### config.mk
export PLATFORM = sky130hd
export DESIGN_NAME = ptlre_core
export DESIGN_NICKNAME = d
export VERILOG_FILES = /design/src/pkg/ptlre_pkg.sv /design/src/rtl/ptlre_core.sv
export VERILOG_INCLUDE_DIRS = /design/src /design/src/pkg
export SDC_FILE = /design/constraint.sdc
export NUM_CORES = 1
export LEC_CHECK = 0
export BUFFER_PORTS_ARGS = -buffer_cell sky130_fd_sc_hd__buf_2
export CAP_MARGIN = 5
export CORE_UTILIZATION = 35
export CTS_CLUSTER_SIZE = 40
export DETAILED_ROUTE_END_ITERATION = 6
export PLACE_DENSITY = 0.61
export SLEW_MARGIN = 15
export SYNTH_ARGS = -nofsm -noshare
export SYNTH_HDL_FRONTEND = slang
export SYNTH_SLANG_ARGS = --single-unit
### constraint.sdc
create_clock -name CLK_SYS -period 3.9 [get_ports CLK_SYS]
set_clock_uncertainty 0.05 [all_clocks]
set_input_delay 0.585 -clock CLK_SYS [delete_from_list [all_inputs] [get_ports CLK_SYS]]
set_output_delay 0.585 -clock CLK_SYS [all_outputs]
set_load 0.02 [all_outputs]
### src/pkg/ptlre_defs.svh
// Constants for the port, table, logic, return and rotate execution block
`ifndef PTLRE_DEFS_SVH
`define PTLRE_DEFS_SVH
`define PTLRE_OP_NOP        8'h00
`define PTLRE_OP_BUS_OUT    8'h02
`define PTLRE_OP_OR_IMM     8'h43
`define PTLRE_OP_PAGE_RD    8'hA3
`define PTLRE_OP_FIXED_RD   8'hE3
`define PTLRE_OP_RET        8'h83
`define PTLRE_OP_INTERRUPT_EXIT_WITH_STATUS       8'h93
`define PTLRE_OP_BUS_OR     8'h88
`define PTLRE_OP_RL         8'hE7
`define PTLRE_OP_RLC        8'hF7
`define PTLRE_OP_RR         8'h77
`define PTLRE_HI_EXP_WR     6'h0F
`define PTLRE_HI_EXP_OR     6'h23
`define PTLRE_HI_PORT_OUT   6'h0E
`define PTLRE_HI_PORT_OR    6'h22
`define PTLRE_HI_XRD        7'h40
`define PTLRE_HI_XWR        7'h48
`define PTLRE_HI_OR_IND     7'h20
`define PTLRE_HI_OR_REG     5'h09
`define PTLRE_HI_BUS_IN     8'h08
`define PTLRE_FIXED_PAGE    3'h3
`define PTLRE_BUS_TRASH     8'hFF
`define PTLRE_ACC_RST       8'h00
`define PTLRE_PSW_RST       8'h08
`define PTLRE_PC_RST        12'h000
`define PTLRE_BUS_RST       8'h00
`define PTLRE_PORT_RST      8'hFF
`endif

### src/pkg/ptlre_pkg.sv
// Types for the port, table, logic, return and rotate execution block
package ptlre_pkg;
   typedef enum logic [1:0] {PTLRE_FETCH, PTLRE_SECOND, PTLRE_STACK} ptlre_state_e;
   typedef struct packed {
      logic       valid;
      logic [1:0] port;
      logic       is_or;
      logic [3:0] data;
   } ptlre_exp_s;
   typedef struct packed {
      logic       rd;
      logic       wr;
      logic [7:0] addr;
      logic [7:0] wdata;
   } ptlre_xmem_s;
endpackage : ptlre_pkg

### src/rtl/ptlre_core.sv
// Execution core for port, table, logic, return and rotate instructions
`timescale 1ns/100ps
`include "ptlre_defs.svh"
module ptlre_core
   import ptlre_pkg::*;
#(
   parameter int PC_W = 12
)(
   input  wire logic            CLK_SYS,
   input  wire logic            RST_N,
   input  wire logic [7:0]      PROG_DATA,
   output logic [PC_W-1:0]      PROG_ADDR,
   output logic                 PROG_FETCH_IS_DATA,
   input  wire logic [7:0]      REG_DATA,
   output logic [2:0]           REG_SEL,
   input  wire logic [7:0]      PTR_DATA,
   output logic                 PTR_SEL,
   input  wire logic [7:0]      IRAM_DATA,
   output logic [5:0]           IRAM_ADDR,
   input  wire logic [7:0]      XMEM_RDATA,
   output ptlre_xmem_s          XMEM,
   input  wire logic [3:0]      EXP_RDATA,
   output ptlre_exp_s           EXP,
   input  wire logic [7:0]      STACK_PC_LO,
   input  wire logic [7:0]      STACK_HI,
   output logic [2:0]           STACK_IDX,
   output logic [7:0]           BUS_LATCH,
   output logic [7:0]           PORT1_LATCH,
   output logic [7:0]           PORT2_LATCH,
   output logic [7:0]           ACC,
   output logic [7:0]           PROGRAM_STATUS_WORD,
   output logic                 INT_SERVICE_END
);
   // ----------------------------------------------------------------
   // Reset release
   // ----------------------------------------------------------------
   logic rst_meta;
   logic rst_n;
   always_ff @(posedge CLK_SYS or negedge RST_N) begin
      if (!RST_N) begin
         rst_meta <= 1'b0;
         rst_n    <= 1'b0;
      end else begin
         rst_meta <= 1'b1;
         rst_n    <= rst_meta;
      end
   end

   // ----------------------------------------------------------------
   // State
   // ----------------------------------------------------------------
   ptlre_state_e     state;
   ptlre_state_e     next_state;
   logic [PC_W-1:0]  pc;
   logic [PC_W-1:0]  next_pc;
   logic [7:0]       op;
   logic [7:0]       next_acc;
   logic [7:0]       next_psw;
   logic [7:0]       next_bus;
   logic [7:0]       next_p1;
   logic [7:0]       next_p2;
   logic [PC_W-1:0]  next_addr;
   logic             next_is_data;
   ptlre_exp_s       next_exp;
   ptlre_xmem_s      next_xmem;
   logic             next_int_end;

   // ----------------------------------------------------------------
   // Decode on the fetched opcode; PROG_DATA holds the byte at PROG_ADDR
   // ----------------------------------------------------------------
   wire [7:0] cur     = (state == PTLRE_FETCH) ? PROG_DATA : op;
   wire is_exp_wr     = cur[7:2] == `PTLRE_HI_EXP_WR;
   wire is_exp_or     = cur[7:2] == `PTLRE_HI_EXP_OR;
   wire is_port_out   = cur[7:2] == `PTLRE_HI_PORT_OUT && cur[1:0] != 2'b00 && cur[1:0] != 2'b11;
   wire is_port_or    = cur[7:2] == `PTLRE_HI_PORT_OR && cur[1:0] != 2'b00 && cur[1:0] != 2'b11;
   wire is_bus_or     = cur == `PTLRE_OP_BUS_OR;
   wire is_xrd        = cur[7:1] == `PTLRE_HI_XRD;
   wire is_xwr        = cur[7:1] == `PTLRE_HI_XWR;
   wire is_or_ind     = cur[7:1] == `PTLRE_HI_OR_IND;
   wire is_or_reg     = cur[7:3] == `PTLRE_HI_OR_REG;
   wire is_two        = is_port_or || is_bus_or || is_exp_or || cur == `PTLRE_OP_OR_IMM ||
                        cur == `PTLRE_OP_PAGE_RD || cur == `PTLRE_OP_FIXED_RD ||
                        cur == `PTLRE_OP_RET || cur == `PTLRE_OP_INTERRUPT_EXIT_WITH_STATUS || is_xrd || is_xwr;
   wire [PC_W-1:0] pc_inc = pc + {{(PC_W-1){1'b0}}, 1'b1};
   wire [2:0] sp_dec  = PROGRAM_STATUS_WORD[2:0] - 3'h1;
   assign REG_SEL     = cur[2:0];
   assign PTR_SEL     = cur[0];
   assign IRAM_ADDR   = PTR_DATA[5:0];
   // The pointer is already stepped down after the first cycle, so the second reads the entry it names
   assign STACK_IDX   = (state == PTLRE_SECOND) ? PROGRAM_STATUS_WORD[2:0] : sp_dec;

   always_comb begin
      next_state   = PTLRE_FETCH;
      next_pc      = pc;
      next_acc     = ACC;
      next_psw     = PROGRAM_STATUS_WORD;
      next_bus     = BUS_LATCH;
      next_p1      = PORT1_LATCH;
      next_p2      = PORT2_LATCH;
      next_addr    = PROG_ADDR;
      next_is_data = 1'b0;
      next_exp     = '0;
      next_xmem    = '0;
      next_int_end = 1'b0;
      case (state)
         PTLRE_FETCH: begin
            next_pc   = pc_inc;
            next_addr = pc_inc;
            if (is_two) begin
               next_state = PTLRE_SECOND;
            end
            if (is_exp_wr || is_exp_or) begin
               // The OR form only names the port here; its read data is not valid until the next cycle
               next_exp.valid = is_exp_wr;
               next_exp.port  = cur[1:0];
               next_exp.is_or = is_exp_or;
               next_exp.data  = ACC[3:0];
            end
            if (is_port_out) begin
               if (cur[0]) begin
                  next_p1 = ACC;
               end else begin
                  next_p2 = ACC;
               end
            end
            if (cur == `PTLRE_OP_BUS_OUT) begin
               next_bus = ACC;
            end
            if (is_or_reg) begin
               next_acc = ACC | REG_DATA;
            end
            if (is_or_ind) begin
               next_acc = ACC | IRAM_DATA;
            end
            if (cur == `PTLRE_OP_RL) begin
               next_acc = {ACC[6:0], ACC[7]};
            end
            if (cur == `PTLRE_OP_RLC) begin
               next_acc = {ACC[6:0], PROGRAM_STATUS_WORD[7]};
               next_psw = {ACC[7], PROGRAM_STATUS_WORD[6:0]};
            end
            if (cur == `PTLRE_OP_RR) begin
               next_acc = {ACC[0], ACC[7:1]};
            end
            if (cur == `PTLRE_OP_PAGE_RD) begin
               // pc_inc already points past the opcode, so an opcode at offset 255 reads its table from the next page
               next_addr    = {pc_inc[PC_W-1:8], ACC};
               next_is_data = 1'b1;
            end
            if (cur == `PTLRE_OP_FIXED_RD) begin
               next_addr    = {pc[PC_W-1:11], `PTLRE_FIXED_PAGE, ACC};
               next_is_data = 1'b1;
            end
            if (is_xrd || is_xwr) begin
               next_xmem.rd    = is_xrd;
               next_xmem.wr    = is_xwr;
               next_xmem.addr  = PTR_DATA;
               next_xmem.wdata = ACC;
               next_bus        = `PTLRE_BUS_TRASH;
            end
            if (cur == `PTLRE_OP_RET || cur == `PTLRE_OP_INTERRUPT_EXIT_WITH_STATUS) begin
               next_psw = {PROGRAM_STATUS_WORD[7:3], sp_dec};
            end
         end
         PTLRE_SECOND: begin
            next_addr = pc;
            if (op == `PTLRE_OP_PAGE_RD || op == `PTLRE_OP_FIXED_RD) begin
               next_acc = PROG_DATA;
            end else if (is_xrd) begin
               next_acc = XMEM_RDATA;
            end else if (op == `PTLRE_OP_RET || op == `PTLRE_OP_INTERRUPT_EXIT_WITH_STATUS) begin
               next_pc   = PC_W'({STACK_HI[3:0], STACK_PC_LO});
               next_addr = next_pc;
               if (op == `PTLRE_OP_INTERRUPT_EXIT_WITH_STATUS) begin
                  next_psw     = {STACK_HI[7:4], PROGRAM_STATUS_WORD[3:0]};
                  next_int_end = 1'b1;
               end
            end else if (is_xwr) begin
               next_acc = ACC;
            end else if (is_exp_or) begin
               // Port read back through the registered selector, then combined and written
               next_exp.valid = 1'b1;
               next_exp.port  = op[1:0];
               next_exp.is_or = 1'b1;
               next_exp.data  = EXP_RDATA | ACC[3:0];
            end else begin
               // Immediate operand byte
               next_pc   = pc_inc;
               next_addr = pc_inc;
               if (op == `PTLRE_OP_OR_IMM) begin
                  next_acc = ACC | PROG_DATA;
               end else if (is_bus_or) begin
                  next_bus = BUS_LATCH | PROG_DATA;
               end else if (op[0]) begin
                  next_p1 = PORT1_LATCH | PROG_DATA;
               end else begin
                  next_p2 = PORT2_LATCH | PROG_DATA;
               end
            end
         end
         default: next_state = PTLRE_FETCH;
      endcase
   end

   // ----------------------------------------------------------------
   // Registers
   // ----------------------------------------------------------------
   always_ff @(posedge CLK_SYS or negedge rst_n) begin
      if (!rst_n) begin
         state              <= PTLRE_FETCH;
         pc                 <= PC_W'(`PTLRE_PC_RST);
         op                 <= `PTLRE_OP_NOP;
         ACC                <= `PTLRE_ACC_RST;
         PROGRAM_STATUS_WORD                <= `PTLRE_PSW_RST;
         BUS_LATCH          <= `PTLRE_BUS_RST;
         PORT1_LATCH        <= `PTLRE_PORT_RST;
         PORT2_LATCH        <= `PTLRE_PORT_RST;
         PROG_ADDR          <= PC_W'(`PTLRE_PC_RST);
         PROG_FETCH_IS_DATA <= 1'b0;
         EXP                <= '0;
         XMEM               <= '0;
         INT_SERVICE_END    <= 1'b0;
      end else begin
         state              <= next_state;
         pc                 <= next_pc;
         op                 <= cur;
         ACC                <= next_acc;
         PROGRAM_STATUS_WORD                <= next_psw;
         BUS_LATCH          <= next_bus;
         PORT1_LATCH        <= next_p1;
         PORT2_LATCH        <= next_p2;
         PROG_ADDR          <= next_addr;
         PROG_FETCH_IS_DATA <= next_is_data;
         EXP                <= next_exp;
         XMEM               <= next_xmem;
         INT_SERVICE_END    <= next_int_end;
      end
   end

   // ----------------------------------------------------------------
   // Assertions
   // ----------------------------------------------------------------
   property p_exp_wr;
      @(posedge CLK_SYS) disable iff (!rst_n)
      (state == PTLRE_FETCH && is_exp_wr) |=> EXP.valid && EXP.data == $past(ACC[3:0]) && ACC == $past(ACC);
   endproperty
   a_exp_wr: assert property (p_exp_wr) else $error("expander write data wrong");
   property p_exp_port;
      @(posedge CLK_SYS) disable iff (!rst_n)
      (state == PTLRE_FETCH && (is_exp_wr || is_exp_or)) |=> EXP.port == $past(PROG_DATA[1:0]);
   endproperty
   a_exp_port: assert property (p_exp_port) else $error("expander port select wrong");
   property p_nop;
      @(posedge CLK_SYS) disable iff (!rst_n)
      (state == PTLRE_FETCH && PROG_DATA == `PTLRE_OP_NOP) |=>
         ACC == $past(ACC) && PROGRAM_STATUS_WORD == $past(PROGRAM_STATUS_WORD) && pc == $past(pc) + 1'b1;
   endproperty
   a_nop: assert property (p_nop) else $error("no-operation changed state");
   property p_page_rd;
      @(posedge CLK_SYS) disable iff (!rst_n)
      (state == PTLRE_FETCH && PROG_DATA == `PTLRE_OP_PAGE_RD) |=>
         PROG_ADDR[7:0] == $past(ACC) && PROG_FETCH_IS_DATA ##1 ACC == $past(PROG_DATA);
   endproperty
   a_page_rd: assert property (p_page_rd) else $error("page table read wrong");
   property p_fixed_rd;
      @(posedge CLK_SYS) disable iff (!rst_n)
      (state == PTLRE_FETCH && PROG_DATA == `PTLRE_OP_FIXED_RD) |=> PROG_ADDR[10:8] == 3'h3;
   endproperty
   a_fixed_rd: assert property (p_fixed_rd) else $error("fixed page not selected");
   property p_ret_sp;
      @(posedge CLK_SYS) disable iff (!rst_n)
      (state == PTLRE_FETCH && PROG_DATA == `PTLRE_OP_RET) |=>
         PROGRAM_STATUS_WORD[2:0] == $past(PROGRAM_STATUS_WORD[2:0]) - 3'h1 ##1 PROGRAM_STATUS_WORD[7:4] == $past(PROGRAM_STATUS_WORD[7:4], 2);
   endproperty
   a_ret_sp: assert property (p_ret_sp) else $error("return stack pointer wrong");
   property p_interrupt_exit_with_status_end;
      @(posedge CLK_SYS) disable iff (!rst_n)
      (state == PTLRE_FETCH && PROG_DATA == `PTLRE_OP_INTERRUPT_EXIT_WITH_STATUS) |=> ##1 INT_SERVICE_END;
   endproperty
   a_interrupt_exit_with_status_end: assert property (p_interrupt_exit_with_status_end) else $error("service end missing");
   property p_rl;
      @(posedge CLK_SYS) disable iff (!rst_n)
      (state == PTLRE_FETCH && PROG_DATA == `PTLRE_OP_RL) |=>
         ACC == {$past(ACC[6:0]), $past(ACC[7])} && PROGRAM_STATUS_WORD[7] == $past(PROGRAM_STATUS_WORD[7]);
   endproperty
   a_rl: assert property (p_rl) else $error("left rotate wrong");
   property p_rlc;
      @(posedge CLK_SYS) disable iff (!rst_n)
      (state == PTLRE_FETCH && PROG_DATA == `PTLRE_OP_RLC) |=>
         PROGRAM_STATUS_WORD[7] == $past(ACC[7]) && ACC[0] == $past(PROGRAM_STATUS_WORD[7]);
   endproperty
   a_rlc: assert property (p_rlc) else $error("rotate through carry wrong");
   property p_rr;
      @(posedge CLK_SYS) disable iff (!rst_n)
      (state == PTLRE_FETCH && PROG_DATA == `PTLRE_OP_RR) |=> ACC == {$past(ACC[0]), $past(ACC[7:1])};
   endproperty
   a_rr: assert property (p_rr) else $error("right rotate wrong");
   property p_bus_out;
      @(posedge CLK_SYS) disable iff (!rst_n)
      (state == PTLRE_FETCH && PROG_DATA == `PTLRE_OP_BUS_OUT) |=> BUS_LATCH == $past(ACC);
   endproperty
   a_bus_out: assert property (p_bus_out) else $error("bus latch not written");
   property p_exp_or;
      @(posedge CLK_SYS) disable iff (!rst_n)
      (state == PTLRE_SECOND && is_exp_or) |=> EXP.valid && EXP.data == ($past(EXP_RDATA) | $past(ACC[3:0]));
   endproperty
   a_exp_or: assert property (p_exp_or) else $error("expander OR data wrong");
   property p_port_out;
      @(posedge CLK_SYS) disable iff (!rst_n)
      (state == PTLRE_FETCH && is_port_out) |=> ($past(PROG_DATA[0]) ? PORT1_LATCH : PORT2_LATCH) == $past(ACC);
   endproperty
   a_port_out: assert property (p_port_out) else $error("port latch not written");
   property p_xmem_bus;
      @(posedge CLK_SYS) disable iff (!rst_n)
      (state == PTLRE_FETCH && (is_xrd || is_xwr)) |=> BUS_LATCH == `PTLRE_BUS_TRASH && XMEM.addr == $past(PTR_DATA);
   endproperty
   a_xmem_bus: assert property (p_xmem_bus) else $error("external move left bus latch intact");
   c_ret:   cover property (@(posedge CLK_SYS) state == PTLRE_FETCH && PROG_DATA == `PTLRE_OP_INTERRUPT_EXIT_WITH_STATUS);
   c_xrd:   cover property (@(posedge CLK_SYS) XMEM.rd);
   c_exp:   cover property (@(posedge CLK_SYS) EXP.valid && EXP.is_or);
   c_table: cover property (@(posedge CLK_SYS) PROG_FETCH_IS_DATA);
   c_port_or: cover property (@(posedge CLK_SYS) state == PTLRE_SECOND && is_port_or);
endmodule : ptlre_core

Word level (Yosys, flattened, before mapping):

Index checks and enable logic that the tools add are counted.

* $mul: 0
* divide/modulo/power cells: 0
* mux-type cells: 81
* eq/ne operators: 48
* add/sub/neg operators: 2
* shift-type cells: 0
* reductions and logical operators: 28
* order comparisons: 0
* bitwise operators: 11

Operators by type and width (count)
* $mux W8: 54
* $pmux W8 S2: 6
* $eq A8 B8 Y1 const B: 11
* $mux W12: 6
* $or A8 B8 Y8: 6
* $pmux W12 S2: 2
* $mux W18: 2
* $ne A2 B2 Y1 const B: 15
* $eq A8 B7 Y1 const B: 3
* $reduce_and A11 Y1: 2
* $eq A7 B7 Y1 const B: 2
* $logic_or A1 B1 Y1: 14
* $add A12 B1 Y12 const B: 1
* $eq A6 B4 Y1 const B: 2
* $eq A6 B6 Y1 const B: 2
* $reduce_and A6 Y1: 2
* $mux W1: 9
* $reduce_and A9 Y1: 1
* $eq A8 B2 Y1 const B: 1
* $ne A4 B3 Y1 const B: 2
* $eq A7 B6 Y1 const B: 1
* $reduce_and A7 Y1: 1
* $ne A2 B1 Y1 const B: 3
* $ne A6 B3 Y1 const B: 1
* other kinds (14): 21

* memories kept: 0
* bits in read-only memories: 0
* logic and storage cells: 193
* input bits: 62
* memory bits (writable): 0
* bits in latches: 0
* flip-flop bits (word level): 103

Depth between registers and ports, before layout:

Gate-level depths: netlist (run 1).

* depth after elaboration: 16
* gate-level depth with buffers: 11
* gate-level depth less buffers: 8

Least setup slack after synthesis (run 1):

OpenSTA, ideal clock, no wires.

* path type: register to output
* from: register state[0]
* to: output port STACK_IDX[1]
* arrival: 2104 ps
* path slack: 1161 ps
* path buffers: 7
* cell stages (with the launch flop): 10
* required time: 3265 ps
* path through: dfrtp_1 -> buf_6 -> buf_4 -> buf_4 -> buf_2 -> clkbuf_1 -> clkbuf_1 -> buf_2 -> nand2_1 -> o21ai_0

* longest elaborated chain between the ends: 2

RTL lines
* start, declared: line ptlre_core.sv:52 `ptlre_state_e state;`
* start signal, assigned: line ptlre_core.sv:224 `state <= next_state;`
* $eq A2 B1 Y1: line ptlre_core.sv:90 `assign STACK_IDX = (state == PTLRE_SECOND) ? PROGRAM_STATUS_WORD[2:0] : sp_dec;`
* $mux W3: line ptlre_core.sv:90
* end, declared: line ptlre_core.sv:26 `output logic [2:0] STACK_IDX,`

No other way between the ends.

Final worst setup path (run 1):

* from: register state[0]
* to: register pc[1]

* longest elaborated chain between the ends: 9
* elaborated cells on any way between the ends: 13
* classes of those cells: 4 x eq/ne; 7 x mux; 2 x reduce/logical

RTL lines
* $logic_not A2 Y1 *: line ptlre_core.sv:71 `wire [7:0] cur = (state == PTLRE_FETCH) ? PROG_DATA : op;`
* $mux W8 *: line ptlre_core.sv:71
* named net cur[4]: line ptlre_core.sv:71
* $eq A6 B6 Y1 (no line)
* $mux W12 (3 in a row)
* $mux W12 * (2 in a row)
* $pmux W12 S2 *: line ptlre_core.sv:105 `case (state)`
* named net next_pc[1]: line ptlre_core.sv:55 `logic [PC_W-1:0] next_pc;`
* end signal, assigned: line ptlre_core.sv:211 `` pc <= PC_W'(`PTLRE_PC_RST); ``
* end signal, assigned: line ptlre_core.sv:225 `pc <= next_pc;`
* end, declared: line ptlre_core.sv:54 `logic [PC_W-1:0] pc;`

Mark *: on every way through the listed nets, which the timed path passes. The rest lies on a longest branch.
A chain may end at the register's enable or synchronous reset.

==> impl_metrics.toml, run 1 <==
[synth]
synth.distinct_cells = 84
async_flop_share_pct = 100.0
synth.avg_cell_area_sq_um = 9.235
synth_seq_cells = 102
syn_area_sq_um = 5864
synth_xor_xnor_area_share_pct = 2.987
synth_top_family_by_area = "compound AO/OA/AOI/OAI gates"
synth_top_area_share_pct = 36.70
synthSimpleGateAreaFrac_pct = 18.46
yosys.area_share.adder_pct = 0.4267
netlist_instances = 635
synth_flop_cell = "dfrtp_1"
ys_seq_area_share_pct = 43.87
synth.area.mux_share_pct = 4.075
synthTopCellsByArea = "dfrtp_1, dfstp_2, a21oi_1"
synth-edff-count = 0
synth_compound_area_share_pct = 23.28
synth_area_leader_cell = "dfrtp_1"
ys.warnings.count = 0

[finish]
diodes = 0
areaGrowthSynthToFinish_pct = 19.42
fin_area_sq_um = 7003
fin_nets = 816
fill_cells = 1627
final_util_pct = 43.46
drive_gt1_share_pct = 31.04

[clock_network]
cts_buffer_depth = 2
cts.clk_slew.worst_paths_ns = 0.07
cts_tree = "built"
postCtsResizedCells = 0
htree_levels = 3
cts.sinks = 102
clock_latency_ns = 0.36
cts-root-buf = "clkbuf_16"
cts_inserted_buffers = 9

[critical_path]
crit_fanout = 45
crit_type = "flip-flop to flip-flop"
crit_required_ns = 4.09
endpoint_kind = "flip-flop"
start_kind = "flip-flop"
arrival_ns = 3.44

[floorplanning]
die_w_um = 131.4
ios = 155
coreArea_sq_um = 16120
rows = 46
die-area_sq_um = 17280
initial_core_util_pct = 36.39
die_h_um = 131.4

[pwr]
leakage_nw = 3.154
fin_total_pwr_w = 0.003814
power_density_nw_per_um2 = 544.6
peakVddDrop_mv = 0.2648

[route]
drc = 0
route.vias.total = 5363
totalWireLength_um = 18630
drtIter0Drc = 454
via_per_inst = 5.512
antenna_left = 0
post_drt_wl_per_cell_um = 19.15
drt-pass1-iter-count = 6

[sta]
fin_setup_tns_ns = 0
setup_viol = 0
rsz0062_at_grt = "no"
hold_viol_final = 0
clock.fmax_mhz = 308.0
final.min_clock_period_ns = 3.247
min_period_over_period_pct = 83.25
tightest_slew_ns = 0.9189
slew_headroom_pct = 38.09
slew_violations = 0
hold_slack_ns = 0.2961

[grt]
grt_pass1_vias = 5183
grt_max_degree = 58
grt_pass1_wl_um = 29340
grt_usage_pct = 21.79
overflow = 0
antenna_found_initial = 0

[status]
status = "complete, no violations"

[placed_design]
dpl.hpwl_um = 13340
gp_congestion = 0.9080
placed_cell_area_sq_um = 6719
numPortBuffers = 153

[worst_hold_path]
hold_path_class = "flip-flop to asynchronous set/reset pin"

[flow_run]
maxCapViolations = 0
==> sequential cells by signal (all words and copies together) (netlist names), 7 cells and up <==
name / cells
PROGRAM_STATUS_WORD: 7
pc: 12
BUS_LATCH: 8
XMEM: 18
op: 8
PORT2_LATCH: 8
EXP: 8
ACC: 8
PORT1_LATCH: 8
PROG_ADDR: 12
==> worst max-delay path: stages, from the launching register on <==
cell and delay, ns:
dfrtp_4 0.74, mux2i_2 0.52, inv_2 0.17, o221ai_1 0.19, o21a_1 0.51, o21a_1 0.33
mux2_4 0.33, mux2_2 0.26
==> path summary, 6_finish.rpt <==
check / startpoint / to / slack, ns / cells after the start
max: state[0]$_DFF_PN0_ / pc[1]$_DFF_PN0_ / 0.65 / 7
min in group CLK_SYS: rst_meta$_DFF_PN0_ / rst_n$_DFF_PN0_ / 0.31 / 0
min reg2reg: rst_n$_DFF_PN0_ / PROG_ADDR[2]$_DFF_PN0_ / 0.30 / 0
max reg2reg: state[0]$_DFF_PN0_ / pc[1]$_DFF_PN0_ / 0.65 / 7
max in group asynchronous: rst_n$_DFF_PN0_ / PORT1_LATCH[0]$_DFFE_PN1P_ / 2.72 / 1
min: rst_n$_DFF_PN0_ / PROG_ADDR[2]$_DFF_PN0_ / 0.30 / 0
==> cell type report <==
type	count	area, sq um	area share (%)
clock buffer	11	232.7	3.323
tap	216	270.3	3.859
multi-input combinational	447	2903	41.45
sequential	102	2580	36.84
clock inverter	5	41.29	0.5896
inverter	26	97.59	1.394
timing repair buffer	166	878.3	12.54
==> metal layers <==
| layer | GRT usage, % | share of wire (%) | wire length, um | vias up |
|---|---|---|---|---|
| met5 | 0 | 0 | 0 | - |
| met4 | 8.527 | 1.6 | 305 | 0 |
| met3 | 2.855 | 5.6 | 1043 | 23 |
| met2 | 33.45 | 47 | 8737 | 220 |
| met1 | 30.97 | 46 | 8543 | 2576 |
| li1 | - | - | - | 2544 |
==> kinds of logic (layout without fill, tap and decap cells) <==
logic type | Yosys count | after routing
simple gates | 206 | 206
compound gates | 195 | 195
flops | 102 | 102
buf+inv | 87 | 208
mux | 22 | 22
xor+xnor | 20 | 20
fa+ha+maj | 2 | 2
other cells | 1 | 2
==> synthesized netlist by cell type, types with 6 or more instances <==
| cell type | number |
|---|---|
| a21oi_1 | 53 |
| a22o_1 | 6 |
| a22oi_1 | 9 |
| and3_1 | 22 |
| buf_1 | 6 |
| buf_2 | 9 |
| buf_4 | 13 |
| clkbuf_1 | 31 |
| dfrtp_1 | 86 |
| dfstp_2 | 16 |
| inv_1 | 24 |
| mux2_2 | 8 |
| mux2i_1 | 12 |
| nand2_1 | 41 |
| nand2b_1 | 7 |
| nand3_1 | 16 |
| nand4_1 | 6 |
| nor2_1 | 67 |
| nor3_1 | 9 |
| o211ai_1 | 7 |
| o21a_1 | 10 |
| o21ai_0 | 31 |
| o221a_2 | 8 |
| o221ai_1 | 6 |
| o22ai_1 | 6 |
| o32a_1 | 7 |
| xnor2_1 | 9 |
| xor2_1 | 11 |
==> timing repair <==
action | in CTS | in global routing
buffers inserted | 0 | 0
hold buffers | 1 | 0
endpoints found under the hold margin | 2 | 0
==> stage by stage <==
step / setup WS [ns] / std cells
2_1_floorplan: 0.8262 / 636
3_3_place_gp: 0.8311 / 956
3_5_place_dp: 0.7217 / 956
4_1_cts: 0.7106 / 973
5_1_grt: 0.4411 / 973
6_report: 0.6533 / 973
==> report_power, final <==
group | switching [W] | leakage [nW] | total [W] | internal (W)
Clock | 0.000419 | 0.137 | 0.000863 | 0.000444
Sequential | 0.000370 | 1.22 | 0.00171 | 0.00134
Combinational | 0.000741 | 1.80 | 0.00124 | 0.000497
==> cells in the final DEF, fill, tap and decap left out, types with 4 or more instances in the layout <==
cell type and instances:
or3_1 4, dfstp_2 16, o32a_1 7, nor2_1 67
o21a_1 10, clkbuf_16 9, buf_4 11, o221a_2 8
xor2_1 11, nor3_1 9, dfrtp_1 84, o31ai_1 4
o211ai_1 7, a22oi_1 9, mux2_2 8, nand2b_1 7
inv_1 24, o221ai_1 6, nand3_1 16, o21ai_1 4
buf_2 153, a21o_1 4, a221oi_1 4, mux2i_1 12
a21oi_1 53, and3_1 22, a22o_1 6, xnor2_1 9
nand2_1 41, nand4_1 6, a31oi_1 5, o21ai_0 31
o22ai_1 6
Note: power is estimated with default switching activity, not from simulation.
==> run 2, diff against run 1 <==
- clock period: 3.9 -> 3 ns (I/O delays scaled with it)
==> impl_metrics.toml, run 2 (synthesized netlist as in run 1, its figures left out) <==
[sta]
min_period_over_period_pct = 97.89
clock.fmax_mhz = 340.5
rsz0062_at_grt = "no"
fin_setup_tns_ns = 0
slew_violations = 0
tightest_slew_ns = 0.6973
final.min_clock_period_ns = 2.937
setup_viol = 0
slew_headroom_pct = 53.51
hold_viol_final = 0

[finish]
areaGrowthSynthToFinish_pct = 22.23
mostFrequentLayoutCells = "buf_2, dfrtp_1, nor2_1, a21oi_1, nand2_1"
multi_input_area_sq_um = 2894
diodes = 0
fill_cells = 1605
largest_reg_flops = 18
drive_gt1_share_pct = 32.99
fin_nets = 835
regMostFlops = "XMEM"
final-seq-area_sq_um = 2580
fin_area_sq_um = 7168
layout_commonest_cell = "buf_2"
top_regs = "XMEM: 18 flops, PROG_ADDR: 12 flops, pc: 12 flops"

[clock_network]
postCtsSetupBuffers = 0
cts.clk_slew.worst_paths_ns = 0.07
htree_levels = 3
cts_buffer_depth = 2
cts-root-buf = "clkbuf_16"
cts_tree = "built"
cts.sinks = 102
cts_inserted_buffers = 9
clock_latency_ns = 0.36

[critical_path]
r2r_start = "state[0]$_DFF_PN0_"
start_kind = "flip-flop"
r2r_slack_ns = 0.06
arrival_ns = 3.13
crit_type = "flip-flop to flip-flop"
crit_required_ns = 3.20
reg2reg_depth = 6
crit_fanout = 36
timing.rr.end = "ACC[7]$_DFFE_PN0P_"
endpoint_kind = "flip-flop"

[worst_hold_path]
min_from = "STACK_HI[5]"
whs_endpoint = "PROGRAM_STATUS_WORD[5]$_DFFE_PN0P_"
hold_path_class = "input pin to flip-flop"
hold_path_depth = 2

[route]
antenna_left = 0
drt-pass1-iter-count = 5
route.vias.total = 5490
totalWireLength_um = 18750
drtIter0Drc = 412
post_drt_wl_per_cell_um = 18.90
via_per_inst = 5.534
drc = 0

[placed_design]
placed_cell_area_sq_um = 6850
numPortBuffers = 153
dpl.hpwl_um = 13300
gp_congestion = 0.9374

[pwr]
leakage_nw = 3.257
peakVddDrop_mv = 0.3975
power_density_nw_per_um2 = 704.2

[floorplanning]
initial_core_util_pct = 36.39
coreArea_sq_um = 16120
die-area_sq_um = 17280
die_h_um = 131.4
rows = 46
die_w_um = 131.4
ios = 155

[grt]
overflow = 0
grt_max_degree = 101
grt_usage_pct = 21.69
antenna_found_initial = 0
grt_pass1_vias = 5149
grt_pass1_wl_um = 29220

[status]
status = "complete, no violations"

[flow_run]
maxCapViolations = 0
[run 2: where the power goes]
group / switching, W / internal [W]
sequential: 0.000496 / 0.00175
combinational: 0.000957 / 0.000658
clock: 0.000547 / 0.000643
[run 2: layout make-up]
type / instances / area share (%)
Clock buffer: 11 / 3.683
Tap cell: 216 / 3.770
Inverter: 26 / 1.361
Sequential cell: 102 / 35.99
Clock inverter: 5 / 0.5237
Timing Repair Buffer: 185 / 14.30
Multi-Input combinational cell: 447 / 40.37
[run 2: worst max path at each step]
stage / start / endpoint / slack [ns]
final: state[0]$_DFF_PN0_ / ACC[7]$_DFFE_PN0P_ / 0.06
after global routing: state[0]$_DFF_PN0_ / ACC[7]$_DFFE_PN0P_ / 0.002
after CTS: state[0]$_DFF_PN0_ / ACC[7]$_DFFE_PN0P_ / 0.09
after detailed placement: state[0]$_DFF_PN0_ / ACC[7]$_DFFE_PN0P_ / 0.12
after global placement: state[0]$_DFF_PN0_ / ACC[7]$_DFFE_PN0P_ / 0.11
after floorplan: state[0]$_DFF_PN0_ / STACK_IDX[1] / 0.40
[run 2: stage by stage]
| stage | utilization [%] | instances | total power (W) | setup slack (ns) | hold slack (ns) |
|---|---|---|---|---|---|
| after floorplan | - | 636 | 0.003238 | 0.3961 | 0.1044 |
| after global placement | 42.51 | 975 | 0.003867 | 0.1087 | 0.1853 |
| after detailed placement | 42.51 | 975 | 0.003866 | 0.1247 | 0.1883 |
| after CTS | 44.46 | 992 | 0.005089 | 0.08952 | 0.2614 |
| after global routing | 44.48 | 992 | 0.005335 | 0.001674 | 0.2756 |
| final | 44.48 | 992 | 0.005048 | 0.06337 | 0.2720 |
[run 2: worst max-delay path, cell delays in order (launching register included)]
cell,delay (ns)
dfrtp_4,0.63
or4_1,0.63
a222oi_1,0.40
buf_4,0.30
mux2i_1,0.32
a21oi_1,0.12
o32a_1,0.37
[run 2: repair_timing]
item | 4_1_cts | 5_1_grt
setup endpoints to repair | 1 | 2
gates resized for setup | 1 | 1
hold endpoints to repair | 2 | 0
hold buffers | 1 | 0
[run 2: layer usage]
layer	global-route usage (%)	up-vias	part of all wire, %
li1	-	2583	-
met1	30.90	2641	46
met2	31.80	231	44
met3	3.627	35	7.3
met4	10.21	0	2.9
met5	0	-	0
==> run 3, diff against run 2 <==
- ABC_AREA: unset -> 1
==> impl_metrics.toml, run 3 <==
[finish]
final_util_pct = 43.25
regMostFlops = "XMEM"
largest_reg_flops = 18
drive_gt1_share_pct = 26.96
areaGrowthSynthToFinish_pct = 19.77
top_regs = "XMEM: 18 flops, PROG_ADDR: 12 flops, pc: 12 flops"
layout_commonest_cell = "nand2_1"
fin_nets = 1016
diodes = 0
fill_cells = 1754
mostFrequentLayoutCells = "nand2_1, buf_2, inv_1, dfrtp_1, o21ai_0"

[route]
drtIter0Drc = 360
via_per_inst = 4.997
route.vias.total = 5882
totalWireLength_um = 18940
drc = 0
post_drt_wl_per_cell_um = 16.09
drt-pass1-iter-count = 5
antenna_left = 0

[grt]
grt_usage_pct = 22.13
use_met2_pct = 34.23
grt_pass1_vias = 5552
grt_max_degree = 53
antenna_found_initial = 0
gr-usage-met1_pct = 30.88
overflow = 0
met3_usage_pct = 3.615
grt_pass1_wl_um = 29920
top_usage_layer = "met2"

[status]
status = "complete, no violations"

[critical_path]
crit_type = "flip-flop to flip-flop"
timing.rr.end = "pc[3]$_DFF_PN0_"
crit_required_ns = 3.18
slowest_delay_ns = 0.41
r2r_start = "state[0]$_DFF_PN0_"
crit_fanout = 35
cp_slowest_cell = "dfrtp_2"
reg2reg_depth = 12
start_kind = "flip-flop"
endpoint_kind = "flip-flop"
r2r_slack_ns = 0.58
arrival_ns = 2.60
critical_path.cell_chain = "buf_4 > nand2_1 > nand2_2 > nand2_2 > nor2_4 > nand2_4 > inv_4 > nor2_2 > inv_2 > a21oi_1 > nand2_1 > o21ai_0"

[pwr]
power_density_nw_per_um2 = 788.7
leakage_nw = 3.899
peakVddDrop_mv = 0.4141

[synth]
synth.distinct_cells = 43
ys.warnings.count = 0
synth_flop_cell = "dfrtp_1"
ys_seq_area_share_pct = 42.66
synth-edff-count = 0
netlist_instances = 814
yosysMostFrequentCell = "nand2_1"
async_flop_share_pct = 100.0
netlist_top_cells_count = "nand2_1, dfrtp_1, inv_1"
synth.avg_cell_area_sq_um = 7.409
synth_seq_cells = 102
synth_top_area_share_pct = 35.68
syn_area_sq_um = 6031
synth_area_leader_cell = "dfrtp_1"
synthTopCellsByArea = "dfrtp_1, nand2_1, dfstp_2"

[floorplanning]
ios = 155
coreArea_sq_um = 16700
die_w_um = 133.3
rows = 47
initial_core_util_pct = 36.11
die-area_sq_um = 17760
die_h_um = 133.3

[worst_hold_path]
hold_path_depth = 3
min_from = "PTR_DATA[6]"
hold_path_class = "input pin to flip-flop"
whs_endpoint = "XMEM[14]$_DFF_PN0_"

[placed_design]
pre_cts_slack_ns = 0.5509
dpl.hpwl_um = 13690
numPortBuffers = 153
gp_congestion = 0.9069

[clock_network]
htree_levels = 3
postCtsSetupBuffers = 0
hold_buffers = 1
clock_latency_ns = 0.37
cts_inserted_buffers = 9
cts_buffer_depth = 2
cts_tree = "built"
postCtsResizedCells = 0
cts-root-buf = "clkbuf_16"
cts.clk_slew.worst_paths_ns = 0.08
cts.sinks = 102

[sta]
rsz0062_at_grt = "no"
hold_viol_final = 0
tightest_slew_ns = 0.6937
min_period_over_period_pct = 80.70
fin_setup_tns_ns = 0
clock.fmax_mhz = 413.1
slew_headroom_pct = 53.76
timing.final.ws_setup_ns = 0.5790
slew_violations = 0
setup_viol = 0
final.min_clock_period_ns = 2.421

[flow_run]
maxCapViolations = 0
[run 3: cell count changes after synthesis, moves of 12 or more]
| cell | delta |
|---|---|
| nor2_1 | -12 |
| nand2_1 | +210 |
| o21ai_1 | +20 |
| inv_1 | +61 |
| and3_1 | -22 |
| nand2_2 | +17 |
| nand3_1 | +19 |
| mux2i_1 | -12 |
| o21ai_0 | +35 |
| clkbuf_1 | -21 |
[run 3: power by group]
group          total [W]  leakage, nW  switching [W]  internal (W)
registers        0.00225         1.24       0.000407       0.00184
clock network    0.00120        0.148       0.000610      0.000593
logic            0.00225         2.51        0.00149      0.000754
[run 3: metal layers]
| layer | part of all wire [%] | routed length [um] |
|---|---|---|
| met1 | 45 | 8580 |
| met2 | 45 | 8588 |
| met3 | 7.0 | 1322 |
| met4 | 2.4 | 448 |
| met5 | 0 | 0 |
[run 3: cells by family (layout without fill, tap and decap cells)]
kind of cell / Yosys count / in the layout / share of synthesized area [%]
XOR/XNOR: 11 / 11 / 1.598
buffers and inverters: 126 / 268 / 9.834
other: 1 / 2 / 0.06218
AND/OR/NAND/NOR: 409 / 409 / 30.27
multiplexers: 3 / 3 / 0.5601
AO/OA/AOI/OAI: 160 / 160 / 14.61
adder cells (fa/ha/maj): 2 / 2 / 0.4149
flip-flops: 102 / 102 / 42.66
[run 3: worst max path at each step]
stage,start,endpoint,slack [ns]
detailed placement,PROG_DATA[2],pc[0]$_DFF_PN0_,0.55
global route,state[0]$_DFF_PN0_,pc[3]$_DFF_PN0_,0.32
finish,state[0]$_DFF_PN0_,pc[3]$_DFF_PN0_,0.58
global placement,state[0]$_DFF_PN0_,pc[3]$_DFF_PN0_,0.55
CTS,state[0]$_DFF_PN0_,pc[3]$_DFF_PN0_,0.57
floorplan,state[0]$_DFF_PN0_,STACK_IDX[2],1.0
[run 3: final cells by class]
class | count | area (sq um) | share of cell area (%)
timing repair buffer | 163 | 868.3 | 12.02
clock inverter | 7 | 71.32 | 0.9874
sequential | 102 | 2577 | 35.68
clock buffer | 9 | 225.2 | 3.118
inverter | 89 | 336.6 | 4.660
multi-input combinational | 587 | 2869 | 39.72
tap | 220 | 275.3 | 3.811
[run 3: per-stage QoR]
stage | cells | total power (W) | hold WS (ns) | instance area [sq um]
6_report | 1177 | 0.005697 | 0.2322 | 7223
3_5_place_dp | 1160 | 0.004506 | 0.1868 | 6917
2_1_floorplan | 815 | 0.003706 | 0.1044 | 6036
5_1_grt | 1177 | 0.006095 | 0.2420 | 7223
3_3_place_gp | 1160 | 0.004487 | 0.1867 | 6917
4_1_cts | 1177 | 0.005735 | 0.2216 | 7223
[run 3: critical path: cells and delay by family (launching register included)]
family	cells	cell delay [ns]
compound gates	2	0.19
buf+inv	3	0.78
simple gates	7	0.86
flops	1	0.41
